===== src/pkg/dcdc_pkg.sv =====
// Constants and types shared by the clock divider control core
package dcdc_pkg;

   // Register index; byte address is four times the index
   localparam logic [5:0] IDX_DIV   = 6'h01;
   localparam logic [5:0] IDX_MUX   = 6'h02;
   localparam logic [5:0] IDX_DAC   = 6'h08;
   localparam logic [5:0] IDX_OFF   = 6'h0E;
   localparam logic [5:0] IDX_NVCTL = 6'h10;
   localparam logic [5:0] IDX_STAT  = 6'h11;

   // Mode word field positions
   localparam int MUX_PDN_MAIN  = 14;
   localparam int MUX_PDN_REF   = 13;
   localparam int MUX_SEL_REF   = 12;
   localparam int MUX_EN_REF    = 11;
   localparam int MUX_RREF_HI   = 10;
   localparam int MUX_RREF_LO   = 9;
   localparam int MUX_RMAIN_HI  = 8;
   localparam int MUX_RMAIN_LO  = 7;
   localparam int MUX_BYPASS    = 6;
   localparam logic [15:0] MUX_WMASK = 16'h7FC0;

   // Factory defaults held in nonvolatile storage
   localparam logic [15:0] MUX_RESET = 16'h1800;
   localparam logic [9:0]  DIV_RESET = 10'h000;
   localparam logic [9:0]  DAC_RESET = 10'h1F4;
   localparam logic [4:0]  OFF_RESET = 5'h00;

   // Nonvolatile control and status bits
   localparam int NVCTL_AUTO = 0;
   localparam int NVCTL_SAVE = 1;
   localparam int STAT_DOWN  = 0;
   localparam int STAT_RUN   = 1;
   localparam int STAT_REFOE = 2;
   localparam int STAT_MAINOE = 3;
   localparam int STAT_DIRTY = 4;

   // Nonvolatile slots
   localparam int NV_WORDS  = 4;
   localparam int SLOT_DIV  = 0;
   localparam int SLOT_MUX  = 1;
   localparam int SLOT_DAC  = 2;
   localparam int SLOT_OFF  = 3;

   // Master clock cycles before outputs may enable
   localparam int STABLE_CYCLES = 8000;

   typedef enum logic [2:0] {
      PWR_LOAD,
      PWR_STABLE,
      PWR_RUN,
      PWR_DRAIN,
      PWR_DOWN
   } dcdc_pwr_t;

endpackage


===== src/core/dcdc_prescaler.sv =====
// Power-of-two prescaler producing a one-cycle tick
module dcdc_prescaler #(
   parameter int CODE_W = 2
) (
   input  wire logic              clk,
   input  wire logic              rst_n,
   input  wire logic              ce,
   input  wire logic              clear,
   input  wire logic [CODE_W-1:0] ratioCode,
   output logic                   tick
);
   localparam int CNT_W = (1 << CODE_W) - 1;

   if (CODE_W < 1 || CODE_W > 3) begin : g_chk
      $error("CODE_W must be 1 to 3");
   end

   logic [CNT_W-1:0] cnt_reg;
   logic [CNT_W-1:0] mask;

   // Code n gives a tick every 2**n cycles
   always_comb begin
      mask = CNT_W'((1 << ratioCode) - 1);
   end

   assign tick = ce && !clear && ((cnt_reg & mask) == mask);

   always_ff @(posedge clk) begin
      if (!rst_n) begin
         cnt_reg <= '0;
      end else if (ce) begin
         if (clear) begin
            cnt_reg <= '0;
         end else begin
            cnt_reg <= cnt_reg + 1'b1;
         end
      end
   end
endmodule


===== src/core/dcdc_top.sv =====
// Dual-output clock divider, enable and power-down control core
//
// Design decisions made here: the Avalon-MM slave port and the placing of the registers.
module dcdc_top #(
   parameter int STABLE_CYCLES = dcdc_pkg::STABLE_CYCLES
) (
   input  wire logic        ref_clk,
   input  wire logic        rst_n,
   input  wire logic        ce,
   input  wire logic        refControlPin,
   input  wire logic        mainControlPin,
   input  wire logic [7:0]  avs_address,
   input  wire logic        avs_read,
   input  wire logic        avs_write,
   input  wire logic [31:0] avs_writedata,
   output logic      [31:0] avs_readdata,
   output logic             avs_waitrequest,
   output logic             referenceClockOut,
   output logic             referenceClockOe,
   output logic             mainClockOut,
   output logic             mainClockOe,
   output logic             oscRun,
   output logic      [9:0]  freqCode,
   output logic      [4:0]  freqOffset
);
   if (STABLE_CYCLES < 2 || STABLE_CYCLES > 65535) begin : g_chk
      $error("STABLE_CYCLES out of range");
   end

   logic [1:0]          pinMeta_reg;
   logic [1:0]          pinSync_reg;
   logic                refCtrl;
   logic                mainCtrl;
   logic                waitReq_reg;
   logic [31:0]         readData_reg;
   logic [31:0]         readMux;
   logic                busReq;
   logic                busAck;
   logic                wrEn;
   logic                saveReq;
   logic [5:0]          regIdx;
   logic [9:0]          divValue_reg;
   logic [15:0]         muxWord_reg;
   logic [9:0]          freqCode_reg;
   logic [4:0]          offset_reg;
   logic                autoSave_reg;
   logic                nvDirty_reg;
   logic [15:0]         nvMem [0:dcdc_pkg::NV_WORDS-1];
   logic                refEnableModeBit;
   logic                refSelectBit;
   logic                refPowerdownBit;
   logic                mainPowerdownBit;
   logic                dividerBypassBit;
   logic [1:0]          refRatio;
   logic [1:0]          mainRatio;
   dcdc_pkg::dcdc_pwr_t pwrState_reg;
   logic [15:0]         stableCnt_reg;
   logic                shutdownReq;
   logic                runAllowed;
   logic                refPre;
   logic                refWant;
   logic                mainWant;
   logic                refOe_reg;
   logic                refPhase_reg;
   logic                mainOe_reg;
   logic                mainPhase_reg;
   logic                oscRun_reg;
   logic                p0Tick;
   logic                p1Tick;
   logic                refTick;
   logic                nTick;
   logic [10:0]         nCnt_reg;
   logic [10:0]         nLimit;

   // Control pin synchronisers
   always_ff @(posedge ref_clk) begin
      if (!rst_n) begin
         pinMeta_reg <= '0;
         pinSync_reg <= '0;
      end else if (ce) begin
         pinMeta_reg <= {mainControlPin, refControlPin};
         pinSync_reg <= pinMeta_reg;
      end
   end
   assign refCtrl  = pinSync_reg[0];
   assign mainCtrl = pinSync_reg[1];

   // Mode word fields
   assign refEnableModeBit = muxWord_reg[dcdc_pkg::MUX_EN_REF];
   assign refSelectBit     = muxWord_reg[dcdc_pkg::MUX_SEL_REF];
   assign refPowerdownBit  = muxWord_reg[dcdc_pkg::MUX_PDN_REF];
   assign mainPowerdownBit = muxWord_reg[dcdc_pkg::MUX_PDN_MAIN];
   assign dividerBypassBit = muxWord_reg[dcdc_pkg::MUX_BYPASS];
   assign refRatio  = {muxWord_reg[dcdc_pkg::MUX_RREF_HI],
                       muxWord_reg[dcdc_pkg::MUX_RREF_LO]};
   assign mainRatio = {muxWord_reg[dcdc_pkg::MUX_RMAIN_HI],
                       muxWord_reg[dcdc_pkg::MUX_RMAIN_LO]};

   // Avalon slave: one wait cycle, then the access completes
   assign busReq  = avs_read | avs_write;
   assign busAck  = busReq && !waitReq_reg;
   assign regIdx  = avs_address[7:2];
   // Programming is locked out while powered down
   assign wrEn    = avs_write && busAck && ce &&
                    (pwrState_reg != dcdc_pkg::PWR_DOWN);
   assign saveReq = wrEn && (regIdx == dcdc_pkg::IDX_NVCTL) &&
                    avs_writedata[dcdc_pkg::NVCTL_SAVE];

   always_ff @(posedge ref_clk) begin
      if (!rst_n) begin
         waitReq_reg <= 1'b1;
      end else if (ce) begin
         waitReq_reg <= !(busReq && waitReq_reg);
      end
   end

   always_comb begin
      readMux = '0;
      case (regIdx)
         dcdc_pkg::IDX_DIV:   readMux[9:0]  = divValue_reg;
         dcdc_pkg::IDX_MUX:   readMux[15:0] = muxWord_reg;
         dcdc_pkg::IDX_DAC:   readMux[9:0]  = freqCode_reg;
         dcdc_pkg::IDX_OFF:   readMux[4:0]  = offset_reg;
         dcdc_pkg::IDX_NVCTL: readMux[dcdc_pkg::NVCTL_AUTO] = autoSave_reg;
         dcdc_pkg::IDX_STAT: begin
            readMux[dcdc_pkg::STAT_DOWN] =
               (pwrState_reg == dcdc_pkg::PWR_DOWN);
            readMux[dcdc_pkg::STAT_RUN] =
               (pwrState_reg == dcdc_pkg::PWR_RUN);
            readMux[dcdc_pkg::STAT_REFOE]  = refOe_reg;
            readMux[dcdc_pkg::STAT_MAINOE] = mainOe_reg;
            readMux[dcdc_pkg::STAT_DIRTY]  = nvDirty_reg;
         end
         default: readMux = '0;
      endcase
   end

   always_ff @(posedge ref_clk) begin
      if (!rst_n) begin
         readData_reg <= '0;
      end else if (ce && busReq && waitReq_reg) begin
         readData_reg <= readMux;
      end
   end

   // Live settings: recalled from storage, then host-programmable
   always_ff @(posedge ref_clk) begin
      if (!rst_n) begin
         divValue_reg <= dcdc_pkg::DIV_RESET;
         muxWord_reg  <= dcdc_pkg::MUX_RESET;
         freqCode_reg <= dcdc_pkg::DAC_RESET;
         offset_reg   <= dcdc_pkg::OFF_RESET;
         autoSave_reg <= 1'b1;
      end else if (ce && pwrState_reg == dcdc_pkg::PWR_LOAD) begin
         divValue_reg <= nvMem[dcdc_pkg::SLOT_DIV][9:0];
         muxWord_reg  <= nvMem[dcdc_pkg::SLOT_MUX];
         freqCode_reg <= nvMem[dcdc_pkg::SLOT_DAC][9:0];
         offset_reg   <= nvMem[dcdc_pkg::SLOT_OFF][4:0];
      end else if (wrEn) begin
         case (regIdx)
            dcdc_pkg::IDX_DIV: divValue_reg <= avs_writedata[9:0];
            dcdc_pkg::IDX_MUX:
               muxWord_reg <= avs_writedata[15:0] & dcdc_pkg::MUX_WMASK;
            dcdc_pkg::IDX_DAC: freqCode_reg <= avs_writedata[9:0];
            dcdc_pkg::IDX_OFF: offset_reg <= avs_writedata[4:0];
            dcdc_pkg::IDX_NVCTL:
               autoSave_reg <= avs_writedata[dcdc_pkg::NVCTL_AUTO];
            default: ;
         endcase
      end
   end

   // Nonvolatile copy of the settings
   always_ff @(posedge ref_clk) begin
      if (!rst_n) begin
         nvMem[dcdc_pkg::SLOT_DIV] <= {6'h00, dcdc_pkg::DIV_RESET};
         nvMem[dcdc_pkg::SLOT_MUX] <= dcdc_pkg::MUX_RESET;
         nvMem[dcdc_pkg::SLOT_DAC] <= {6'h00, dcdc_pkg::DAC_RESET};
         nvMem[dcdc_pkg::SLOT_OFF] <= {11'h000, dcdc_pkg::OFF_RESET};
         nvDirty_reg <= 1'b0;
      end else if (saveReq) begin
         nvMem[dcdc_pkg::SLOT_DIV] <= {6'h00, divValue_reg};
         nvMem[dcdc_pkg::SLOT_MUX] <= muxWord_reg;
         nvMem[dcdc_pkg::SLOT_DAC] <= {6'h00, freqCode_reg};
         nvMem[dcdc_pkg::SLOT_OFF] <= {11'h000, offset_reg};
         nvDirty_reg <= 1'b0;
      end else if (wrEn && regIdx != dcdc_pkg::IDX_NVCTL &&
                   regIdx != dcdc_pkg::IDX_STAT) begin
         if (autoSave_reg) begin
            case (regIdx)
               dcdc_pkg::IDX_DIV: nvMem[dcdc_pkg::SLOT_DIV] <=
                  {6'h00, avs_writedata[9:0]};
               dcdc_pkg::IDX_MUX: nvMem[dcdc_pkg::SLOT_MUX] <=
                  avs_writedata[15:0] & dcdc_pkg::MUX_WMASK;
               dcdc_pkg::IDX_DAC: nvMem[dcdc_pkg::SLOT_DAC] <=
                  {6'h00, avs_writedata[9:0]};
               dcdc_pkg::IDX_OFF: nvMem[dcdc_pkg::SLOT_OFF] <=
                  {11'h000, avs_writedata[4:0]};
               default: ;
            endcase
         end else if (regIdx == dcdc_pkg::IDX_DIV ||
                      regIdx == dcdc_pkg::IDX_MUX ||
                      regIdx == dcdc_pkg::IDX_DAC ||
                      regIdx == dcdc_pkg::IDX_OFF) begin
            nvDirty_reg <= 1'b1;
         end
      end
   end

   // Power-down request from either gated pin
   assign shutdownReq = (refPowerdownBit && refCtrl) ||
                        (mainPowerdownBit && mainCtrl) ||
                        (!refEnableModeBit && !refSelectBit &&
                         !refPowerdownBit && refCtrl);

   always_ff @(posedge ref_clk) begin
      if (!rst_n) begin
         pwrState_reg  <= dcdc_pkg::PWR_LOAD;
         stableCnt_reg <= '0;
      end else if (ce) begin
         case (pwrState_reg)
            dcdc_pkg::PWR_LOAD: begin
               pwrState_reg  <= dcdc_pkg::PWR_STABLE;
               stableCnt_reg <= '0;
            end
            dcdc_pkg::PWR_STABLE: begin
               if (shutdownReq) begin
                  pwrState_reg <= dcdc_pkg::PWR_DOWN;
               end else if (stableCnt_reg ==
                            16'(STABLE_CYCLES - 1)) begin
                  pwrState_reg <= dcdc_pkg::PWR_RUN;
               end else begin
                  stableCnt_reg <= stableCnt_reg + 16'h0001;
               end
            end
            dcdc_pkg::PWR_RUN: begin
               if (shutdownReq) begin
                  pwrState_reg <= dcdc_pkg::PWR_DRAIN;
               end
            end
            // Outputs finish their high phase before the stop
            dcdc_pkg::PWR_DRAIN: begin
               if (!refOe_reg && !mainOe_reg) begin
                  pwrState_reg <= dcdc_pkg::PWR_DOWN;
               end
            end
            dcdc_pkg::PWR_DOWN: begin
               if (!shutdownReq) begin
                  pwrState_reg  <= dcdc_pkg::PWR_STABLE;
                  stableCnt_reg <= '0;
               end
            end
            default: pwrState_reg <= dcdc_pkg::PWR_LOAD;
         endcase
      end
   end

   always_ff @(posedge ref_clk) begin
      if (!rst_n) begin
         oscRun_reg <= 1'b1;
      end else if (ce) begin
         oscRun_reg <= (pwrState_reg != dcdc_pkg::PWR_DOWN);
      end
   end

   // Reference pin function by mode bits
   assign runAllowed = (pwrState_reg == dcdc_pkg::PWR_RUN);
   always_comb begin
      refPre  = refSelectBit;
      refWant = 1'b0;
      if (refPowerdownBit) begin
         refWant = !refCtrl;
      end else if (refEnableModeBit) begin
         refWant = !refCtrl;
      end else if (refSelectBit) begin
         refWant = 1'b1;
         refPre  = refCtrl;
      end else begin
         refWant = 1'b0;
      end
      refWant = refWant && runAllowed;
   end
   assign mainWant = !mainCtrl && runAllowed;

   // Both paths run from the one master clock
   dcdc_prescaler #(
      .CODE_W(2)
   ) refPrescaler (
      .clk      (ref_clk),
      .rst_n    (rst_n),
      .ce       (ce),
      .clear    (!refOe_reg),
      .ratioCode(refRatio),
      .tick     (p0Tick)
   );

   dcdc_prescaler #(
      .CODE_W(2)
   ) mainPrescaler (
      .clk      (ref_clk),
      .rst_n    (rst_n),
      .ce       (ce),
      .clear    (!mainOe_reg),
      .ratioCode(mainRatio),
      .tick     (p1Tick)
   );

   assign refTick = ce && (refPre ? p0Tick : 1'b1);
   assign nLimit  = {1'b0, divValue_reg} + 11'h001;
   assign nTick   = dividerBypassBit ? p1Tick :
                    (p1Tick && nCnt_reg >= nLimit);

   always_ff @(posedge ref_clk) begin
      if (!rst_n) begin
         nCnt_reg <= '0;
      end else if (ce) begin
         if (!mainOe_reg || dividerBypassBit) begin
            nCnt_reg <= '0;
         end else if (p1Tick) begin
            nCnt_reg <= (nCnt_reg >= nLimit) ? 11'h000 :
                        nCnt_reg + 11'h001;
         end
      end
   end

   // Enable starts low from cleared counters; disable waits for low
   always_ff @(posedge ref_clk) begin
      if (!rst_n) begin
         refOe_reg    <= 1'b0;
         refPhase_reg <= 1'b0;
      end else if (ce) begin
         if (!refOe_reg) begin
            refPhase_reg <= 1'b0;
            refOe_reg    <= refWant;
         end else if (!refWant && !refPhase_reg) begin
            refOe_reg <= 1'b0;
         end else if (refTick) begin
            refPhase_reg <= !refPhase_reg;
         end
      end
   end

   always_ff @(posedge ref_clk) begin
      if (!rst_n) begin
         mainOe_reg    <= 1'b0;
         mainPhase_reg <= 1'b0;
      end else if (ce) begin
         if (!mainOe_reg) begin
            mainPhase_reg <= 1'b0;
            mainOe_reg    <= mainWant;
         end else if (!mainWant && !mainPhase_reg) begin
            mainOe_reg <= 1'b0;
         end else if (nTick) begin
            mainPhase_reg <= !mainPhase_reg;
         end
      end
   end

   assign avs_readdata      = readData_reg;
   assign avs_waitrequest   = waitReq_reg;
   assign referenceClockOut = refPhase_reg;
   assign referenceClockOe  = refOe_reg;
   assign mainClockOut      = mainPhase_reg;
   assign mainClockOe       = mainOe_reg;
   assign oscRun            = oscRun_reg;
   assign freqCode          = freqCode_reg;
   assign freqOffset        = offset_reg;
endmodule


===== config.mk =====
export PLATFORM = sky130hd
export DESIGN_NAME = dcdc_top
export DESIGN_NICKNAME = d
export VERILOG_FILES = /design/src/pkg/dcdc_pkg.sv /design/src/core/dcdc_prescaler.sv /design/src/core/dcdc_top.sv
export SDC_FILE = /design/constraint.sdc
export NUM_CORES = 1
export LEC_CHECK = 0
export ABC_AREA = 1
export BUFFER_PORTS_ARGS = -buffer_cell sky130_fd_sc_hd__buf_2
export CAP_MARGIN = 5
export CORE_ASPECT_RATIO = 0.7
export CORE_UTILIZATION = 45
export CTS_BUF_LIST = sky130_fd_sc_hd__clkbuf_4 sky130_fd_sc_hd__clkbuf_8 sky130_fd_sc_hd__clkbuf_16
export CTS_CLUSTER_DIAMETER = 30
export CTS_CLUSTER_SIZE = 30
export DETAILED_ROUTE_END_ITERATION = 16
export RECOVER_POWER = 50
export SLEW_MARGIN = 25
export SYNTH_ARGS = -nofsm -noshare
export SYNTH_HDL_FRONTEND = slang
export SYNTH_SLANG_ARGS = --single-unit

===== constraint.sdc =====
create_clock -name ref_clk -period 8.7 [get_ports ref_clk]
set_input_delay 1.74 -clock ref_clk [delete_from_list [all_inputs] [get_ports ref_clk]]
set_output_delay 1.74 -clock ref_clk [all_outputs]
set_load 0.02 [all_outputs]

==> impl_metrics.yaml, run 1 <==
setup_path:
  worstReg2RegStart: "pwrState_reg[1]$_SDFFE_PN0P_"
  endpoint: "muxWord_reg[11]$_SDFFE_PN1P_"
  path_class: "in -> reg"
  cp.arrival_ps: 5890
  startpoint_type: "input pin"
  r2r_end: "muxWord_reg[11]$_SDFFE_PN1P_"
  critPathMaxFanout: 42
  crit_path_start: "ce"
  required_ps: 9050
  r2r_slack_ps: 4950
  worst_setup_path_end_kind: "register"
  worst-r2r-cell-count: 9
grt:
  grt_overflow: 0
  grt_pass1_vias: 6457
  grt_pass1_wl_mm: 35.30
  antenna_found_initial: 0
  grtUsageTotal_pct: 25.20
  grt_max_degree: 65
clocking:
  cts_resized: 0
  cts_hold_buf: 0
  htreeDepth: 4
  cts_setup_buffers: 0
  cts_buffer_depth: 2
  worstSkewPairLatency_ps: 430
  numCtsBuffers: 17
  cts_tree: "done"
  cts_num_sinks: 146
  cts-root-buf: "clkbuf_16"
  clk_pin_slew_worst_paths_ps: 70
outcome:
  status: "finished, violations left"
  violations: "capacitance limit, slew limit"
detailed_routing:
  top_layer: "met4"
  ant_nets: 0
  m1WireLength_mm: 11.18
  wl_per_cell_um: 15.54
  drtIter0Drc: 730
  drc: 0
  routed_wl_mm: 21.51
  dr_wl_met3_mm: 1.410
  dr.pass1.iters: 5
  routed_via_density: 5.121
  vias: 7088
  route.met2.wl_mm: 8.664
final_layout:
  diodes: 0
  largest_reg_flops: 41
  layout.nets: 1209
  fillerInstances: 1703
  synthToLayoutAreaGrowth_pct: 10.82
  layout-drive-gt1-share_pct: 7.420
  largest-register: "nvMem"
  final_util_pct: 52.05
floorplanning:
  fp.dieW_um: 159.5
  die-area_sq_mm: 0.01791
  fp.coreArea_sq_mm: 0.01664
  pin_count: 100
  fp-row-count: 39
  die_h_um: 112.3
  initial_core_util_pct: 46.97
power:
  p_leak_uw: 0.003477
  ir_drop_v: 0.0001117
  power.density_mw_per_mm2: 198.5
yosys:
  syn_area_per_cell_sq_um: 7.124
  synth_warnings: 0
  syn_inst: 1097
  syn_area_sq_mm: 0.007815
  synth.distinct_cells: 43
  synthFlopType: "dfxtp_1"
  async_flop_share_pct: 0
  yosys-top-cells-count: "321 x nand2_1, 133 x nor2_1, 106 x inv_1"
  ys_seq_area_share_pct: 42.65
  synth_edf_count: 41
  synthTopCellsByArea: "dfxtp_1 27%, edfxtp_1 16%, nand2_1 15%"
  ys_ff_latch: 146
  synth_area_leader_cell: "dfxtp_1"
  synth_most_common_cell: "nand2_1"
  synth_top_cell_area_share_pct: 26.90
sta:
  finalMaxSlewViolations: 145
  setup_violations: 0
  fin_setup_tns_ps: 0
  rsz0062_at_grt: "no"
  fin_crit_ps: 5534
  finalWorstSetupSlack_ps: 3166
  fmax_mhz: 180.7
  fin_crit_sh_pct: 63.61
  skew_ps: 9.521
  hold_viol: 0
  worst_pin_slew_ps: 3184
  slew_headroom_pct: -112.3
job:
  max_cap_viol_count: 3
placement:
  port_buffers: 64
  pre_cts_slack_ps: 4308
  dp.final_hpwl_mm: 15.17
  gp_congestion: 0.8754
worst_hold_path:
  hold_path_startpoint: "muxWord_reg[3]$_SDFFE_PN0P_"
  hold_class: "reg -> reg"
-- worst max-delay path, cell delays in order --
cell and delay [ps]:
clkbuf_1 780, nand3_1 1060, inv_1 210, clkbuf_1 1530
or2_2 290, o21ai_0 70, o21ai_0 170
-- layer usage --
layer	global-route usage, %	up-vias
met5	0	-
met4	6.346	0
met3	5.543	19
met2	35.14	216
met1	38.72	3210
li1	-	3643
-- per-stage QoR --
step                hold slack, ps  total power, uW  area (sq um)  std cells
floorplan                    437.1            953.8          7871       1112
global placement             448.7             1034          8210       1352
detailed placement           456.1             1035          8210       1352
CTS                          466.7             1730          8760       1384
global route                 489.6             1798          8661       1384
finish                       465.9             1719          8661       1384
-- layout make-up --
type	instances	area, sq um	share of cell area [%]
clock buffer	18	432.9	4.999
clock inverter	14	116.4	1.344
inverter	113	424.2	4.897
multi-input combinational	800	3782	43.67
sequential	146	3333	38.49
tap	225	281.5	3.251
timing repair buffer	68	290.3	3.352
-- cell families after synthesis --
group,synth area share [%]
compound gates,12.84
xor+xnor,2.129
fa+ha+maj,2.562
buf+inv,9.238
flops,42.65
other cells,0.04798
simple gates,30.53
-- where the power goes --
group          internal (uW)  switching (uW)
combinational           66.3             181
sequential               732            40.0
clock                    377             323
-- how the worst min path moves through the flow --
| stage | endpoint | cells after the start |
|---|---|---|
| floorplan | nvDirty_reg$_SDFFE_PP0P_ | 2 |
| global route | avs_readdata[10]$_SDFFE_PN0P_ | 2 |
| global placement | muxWord_reg[3]$_SDFFE_PN0P_ | 2 |
| CTS | muxWord_reg[4]$_SDFFE_PN0P_ | 2 |
| finish | muxWord_reg[3]$_SDFFE_PN0P_ | 2 |
| detailed placement | freqCode[4]$_SDFFE_PN1P_ | 2 |
-- placed cells by master (no fill, tap or decap), types with 2 or more instances in the layout --
| cell | instances |
|---|---|
| nor2_4 | 3 |
| buf_2 | 25 |
| o21ai_0 | 49 |
| o221ai_1 | 2 |
| inv_8 | 2 |
| inv_4 | 3 |
| clkbuf_16 | 17 |
| nand3b_1 | 3 |
| o2111ai_1 | 6 |
| a211oi_1 | 3 |
| nand3_1 | 58 |
| o211ai_1 | 6 |
| nor2_1 | 135 |
| ha_1 | 16 |
| conb_1 | 16 |
| a21oi_1 | 104 |
| nor3_1 | 9 |
| inv_1 | 106 |
| or2_2 | 3 |
| nand2_1 | 322 |
| edfxtp_1 | 41 |
| a31oi_1 | 7 |
| clkinv_4 | 4 |
| nor3_2 | 3 |
| dfxtp_1 | 105 |
| inv_6 | 4 |
| nand2_2 | 8 |
| clkbuf_1 | 42 |
| nand4_1 | 15 |
| inv_2 | 4 |
| clkinv_1 | 3 |
| xor2_1 | 13 |
| xnor2_1 | 6 |
| nor2_2 | 5 |
Power figures use the tool's default switching activity.
==> run 2, diff against run 1 <==
Settings changed: PLACE_DENSITY set to 0.67.
Clock period 8.7 ns to 4.9 ns, I/O delays scaled along.
==> impl_metrics.yaml, run 2 (same netlist as run 1, synthesis figures left out) <==
outcome:
  status: "finished, violations left"
  violations: "capacitance limit, slew limit"
placement:
  dpl_cell_area_sq_mm: 0.008233
  dp.final_hpwl_mm: 15.08
  gp_congestion: 0.8686
  port_buffers: 64
power:
  p_clk_share_pct: 42.7
  p_leak_uw: 0.003526
  switching_share_pct: 28.89
  p_int_uw: 2246
  power.density_mw_per_mm2: 361.3
  pwr-share-seq_pct: 43.6
  p_sw_uw: 912.3
  comb_power_share_pct: 13.7
  ir_drop_v: 0.0002048
floorplanning:
  die_h_um: 112.3
  die-area_sq_mm: 0.01791
  pin_count: 100
  fp-row-count: 39
  fp.coreArea_sq_mm: 0.01664
  fp.dieW_um: 159.5
  initial_core_util_pct: 46.97
worst_hold_path:
  min_path_cells: 2
  hold_path_startpoint: "muxWord_reg[3]$_SDFFE_PN0P_"
  hold_class: "reg -> reg"
  hold_end: "muxWord_reg[3]$_SDFFE_PN0P_"
grt:
  grt_max_degree: 47
  grt_pass1_wl_mm: 34.58
  antenna_found_initial: 0
  grt_pass1_vias: 6496
  grtUsageTotal_pct: 24.53
  grt_overflow: 0
setup_path:
  r2r_end: "muxWord_reg[8]$_SDFFE_PN0P_"
  cp_num_buf_inv: 1
  cp.arrival_ps: 3800
  worst-r2r-cell-count: 9
  critPathTopFamily: "simple AND/OR/NAND/NOR gates"
  required_ps: 4980
  worstReg2RegStart: "pwrState_reg[0]$_SDFFE_PN0P_"
  cpMaxStageDelayCell: "clkbuf_1"
  path_class: "in -> reg"
  startpoint_type: "input pin"
  cp_slowest_stage_delay_ps: 710
  r2r_slack_ps: 1690
  worst_setup_path_end_kind: "register"
  crit_path_cell_trace: "clkbuf_1 -> nand3_1 -> nor2_8 -> nand2_2 -> nor2_1 -> nand4_1 -> nand2_1"
  critPathMaxFanout: 24
detailed_routing:
  dr.pass1.iters: 6
  drtIter0Drc: 658
  routed_via_density: 5.226
  routed_wl_mm: 21.43
  wl_per_cell_um: 15.45
  vias: 7248
  ant_nets: 0
  drc: 0
clocking:
  clk_pin_slew_worst_paths_ps: 60
  cts-root-buf: "clkbuf_16"
  cts_buffer_depth: 2
  cts_setup_buffers: 0
  worstSkewPairLatency_ps: 430
  cts_num_sinks: 146
  cts_resized: 0
  htreeDepth: 4
  cts_hold_buf: 0
  numCtsBuffers: 17
  cts_tree: "done"
sta:
  setup_violations: 0
  fin_setup_tns_ps: 0
  hold_viol: 0
  skew_ps: 10.13
  fin_crit_sh_pct: 75.86
  fmax_mhz: 269.0
  worst_pin_slew_ps: 2326
  fin_crit_ps: 3717
  slew_headroom_pct: -55.04
  rsz0062_at_grt: "no"
  finalMaxSlewViolations: 47
job:
  max_cap_viol_count: 1
final_layout:
  layout-drive-gt1-share_pct: 7.573
  largest-register: "nvMem"
  layout.nets: 1212
  synthToLayoutAreaGrowth_pct: 11.85
  final_common_cell: "nand2_1"
  fin_area_sq_mm: 0.008741
  final_cell_mix: "323 x nand2_1, 135 x nor2_1, 106 x inv_1"
  diodes: 0
  largest_reg_flops: 41
run 2: layout make-up:
class	count	area (sq um)
tap	225	281.5
clock inverter	10	136.4
clock buffer	22	462.9
multi-input combinational	800	3785
inverter	113	424.2
sequential	146	3333
timing repair buffer	71	317.8
fill	1650	7899
run 2: worst max path at each step:
stage              startpoint                           to  slack (ps)  depth (start not counted)
2_1_floorplan       avs_write    nvMem[1][0]$_SDFFCE_PP0P_        1710                          6
3_3_place_gp               ce        nvMem[0][2]$_DFFE_PP_        1450                          7
3_5_place_dp               ce        nvMem[0][2]$_DFFE_PP_        1440                          7
4_1_cts        avs_address[7]        nvMem[2][5]$_DFFE_PP_        1870                          7
5_1_grt                    ce  muxWord_reg[8]$_SDFFE_PN0P_         970                          7
6_report                   ce        nvMem[0][3]$_DFFE_PP_        1180                          7
run 2: per-layer routing:
metal | routed length [um] | global-route usage (%)
met4 | 392 | 9.423
met3 | 1735 | 5.137
met2 | 8722 | 34.44
met1 | 10580 | 36.49
met5 | 0 | 0
run 2: worst min-delay path, stage by stage, from the launching register on:
cell	delay (ps)
dfxtp_1	310
nand2_1	60
a21oi_1	50
run 2: per-stage QoR:
stage	hold WS [ps]	power [uW]	setup slack [ps]	cells	util, %
after CTS	461.4	3167	1870	1387	53.08
after global routing	481.7	3279	972.9	1387	52.53
after detailed placement	453.3	1835	1441	1355	49.48
after global placement	448.4	1830	1454	1355	49.48
after floorplan	437.1	1694	1709	1112	-
final	458.4	3158	1183	1387	52.53
run 2: power groups by stage:
stage          Clock [uW]  Sequential [uW]  Combinational (uW)
2_1_floorplan           0             1400                 298
3_3_place_gp            0             1400                 431
3_5_place_dp            0             1400                 436
4_1_cts              1360             1370                 439
5_1_grt              1410             1380                 487
6_report             1350             1380                 433
==> run 3, diff against run 2 <==
Settings changed: ABC_AREA 1 to 0.
Clock period 4.9 ns to 3.4 ns, I/O delays scaled along.
==> impl_metrics.yaml, run 3 <==
floorplanning:
  fp-row-count: 38
  pin_count: 100
  initial_core_util_pct: 47.18
  fp.dieW_um: 156.0
  fp.coreArea_sq_mm: 0.01583
  die-area_sq_mm: 0.01713
  die_h_um: 109.8
detailed_routing:
  dr_wl_met3_mm: 2.192
  m1WireLength_mm: 10.22
  drtIter0Drc: 636
  ant_nets: 0
  dr.pass1.iters: 8
  routed_wl_mm: 21.30
  wl_per_cell_um: 19.47
  drc: 0
  top_layer: "met4"
  vias: 6574
  routed_via_density: 6.009
  route.met2.wl_mm: 8.594
final_layout:
  layout.nets: 924
  fillerInstances: 1509
  final_common_cell: "dfxtp_1"
  final_util_pct: 53.15
  synthToLayoutAreaGrowth_pct: 12.65
  largest_reg_flops: 41
  largest-register: "nvMem"
  diodes: 0
  layout-drive-gt1-share_pct: 11.33
  final_cell_mix: "105 x dfxtp_1, 69 x nand2_1, 61 x nor2_1, 61 x a21oi_1, 57 x nand3_1"
  multiInputGateArea_sq_mm: 0.003750
  regArea_sq_mm: 0.003333
clocking:
  cts-root-buf: "clkbuf_16"
  worstSkewPairLatency_ps: 430
  cts_setup_buffers: 0
  cts_buffer_depth: 2
  cts_tree: "done"
  cts_resized: 0
  htreeDepth: 4
  numCtsBuffers: 17
  cts_num_sinks: 146
  clk_pin_slew_worst_paths_ps: 60
  cts_hold_buf: 0
power:
  p_leak_uw: 0.003086
  ir_drop_v: 0.0003197
  p_int_uw: 3047
  p_clk_share_pct: 45.6
  p_sw_uw: 1096
  comb_power_share_pct: 8.5
  switching_share_pct: 26.45
  pwr-share-seq_pct: 46.0
  power.density_mw_per_mm2: 492.3
  finalPower_uw: 4142
setup_path:
  critPathMaxFanout: 31
  crit_top_cell: "clkbuf_1"
  cp_slowest_stage_delay_ps: 720
  required_ps: 3760
  cp_num_buf_inv: 3
  path_class: "in -> reg"
  startpoint_type: "input pin"
  cpMaxStageDelayCell: "clkbuf_1"
  critPathTopFamily: "buffers and inverters"
  cp.arrival_ps: 3380
  worst_setup_path_end_kind: "register"
  crit_path_cell_trace: "clkbuf_1 -> clkinv_1 -> clkbuf_1 -> a31oi_1 -> o211ai_1 -> nand2_1"
yosys:
  syn_area_per_cell_sq_um: 9.222
  synthTopCellsByArea: "dfxtp_1 28%, edfxtp_1 16%, a21oi_1 4.1%"
  syn_area_sq_mm: 0.007470
  syn_inst: 810
  synth_edf_count: 41
  ys_ff_latch: 146
  yosys-top-cells-count: "105 x dfxtp_1, 68 x nand2_1, 61 x a21oi_1, 61 x nor2_1, 57 x nand3_1"
  synth_warnings: 0
  synth_most_common_cell: "dfxtp_1"
  synth.distinct_cells: 72
  synth_area_leader_cell: "dfxtp_1"
  synthFlopType: "dfxtp_1"
  ys_seq_area_share_pct: 44.62
  synth_top_cell_area_share_pct: 28.14
  async_flop_share_pct: 0
sta:
  fin_crit_sh_pct: 88.77
  finalMaxSlewViolations: 32
  skew_ps: 12.24
  rsz0062_at_grt: "no"
  fmax_mhz: 331.3
  fin_hold_ws_ps: 451.6
  fin_setup_tns_ps: 0
  worst_pin_slew_ps: 1563
  setup_violations: 0
  slew_headroom_pct: -4.205
  fin_crit_ps: 3018
  hold_viol: 0
outcome:
  violations: "capacitance limit, slew limit"
  status: "finished, violations left"
grt:
  grt_pass1_wl_mm: 33.10
  grtUsageTotal_pct: 25.58
  antenna_found_initial: 0
  grt_overflow: 0
  grt_max_degree: 56
  grt_pass1_vias: 5835
worst_hold_path:
  hold_class: "reg -> reg"
placement:
  port_buffers: 64
  gp_congestion: 0.8688
  dp.final_hpwl_mm: 14.71
job:
  max_cap_viol_count: 1
## run 3: changes by cell type after synthesis, moves of 9 or more
cell,previous run,this run
a222oi_1,0,9
inv_1,106,11
a21oi_1,104,61
a211oi_1,3,13
or4_1,0,14
and2_1,0,12
mux2i_1,0,20
nand2_1,321,68
a22o_1,0,21
a311oi_1,0,14
o21ai_1,0,12
nor2_1,133,61
and3_1,0,20
o31ai_1,0,10
## run 3: worst reg2reg max path, delay by kind of cell, from the launching register on
kind            cells  cell delay (ps)
compound gates      3              730
flops               1              460
fa+ha+maj           2              530
simple gates        5              880
buf+inv             1              220
## run 3: final timing paths
kind                                      start                            end  slack (ps)  cells past startpoint
hold / removal    avs_readdata[12]$_SDFFE_PN0P_  avs_readdata[12]$_SDFFE_PN0P_         450                      2
setup reg to reg   divValue_reg[1]$_SDFFE_PN0P_       nCnt_reg[1]$_SDFFE_PN0P_         520                     11
setup / recovery                          rst_n  stableCnt_reg[8]$_SDFFE_PN0P_         380                      6
hold reg to reg   avs_readdata[12]$_SDFFE_PN0P_  avs_readdata[12]$_SDFFE_PN0P_         450                      2
## run 3: final cells by class
class                      count  area share (%)
sequential                   146           39.61
timing repair buffer          87           5.071
inverter                      11          0.4907
clock inverter                14           1.844
clock buffer                  18           5.145
tap                          220           3.271
multi-input combinational    598           44.57
## run 3: kinds of logic (layout without fill, tap and decap cells)
kind of cell | Yosys count | count (layout) | share of synthesized area, %
simple gates | 299 | 299 | 21.29
compound gates | 229 | 229 | 20.59
flops | 146 | 146 | 44.62
buf+inv | 81 | 130 | 5.980
mux | 20 | 20 | 2.680
xor+xnor | 18 | 18 | 2.111
fa+ha+maj | 16 | 16 | 2.680
other cells | 1 | 16 | 0.05020
## run 3: power groups by stage
| stage | clock, uW | sequential (uW) | combinational (uW) |
|---|---|---|---|
| floorplan | 0 | 1940 | 222 |
| global placement | 0 | 1940 | 347 |
| detailed placement | 0 | 1940 | 353 |
| CTS | 1900 | 1900 | 355 |
| global route | 1980 | 1910 | 382 |
| finish | 1890 | 1900 | 351 |
## run 3: layer usage
metal	vias up	track usage, %
li1	3113	-
met1	3123	39.10
met2	318	35.01
met3	20	5.597
met4	0	8.123
met5	-	0
## run 3: metrics by stage
step | instances | instance area (sq um) | setup WS, ps
global placement | 1061 | 7905 | 602.9
global route | 1094 | 8414 | 131.0
CTS | 1093 | 8493 | 572.6
finish | 1094 | 8414 | 382.0
floorplan | 825 | 7526 | 198.8
detailed placement | 1061 | 7905 | 572.4
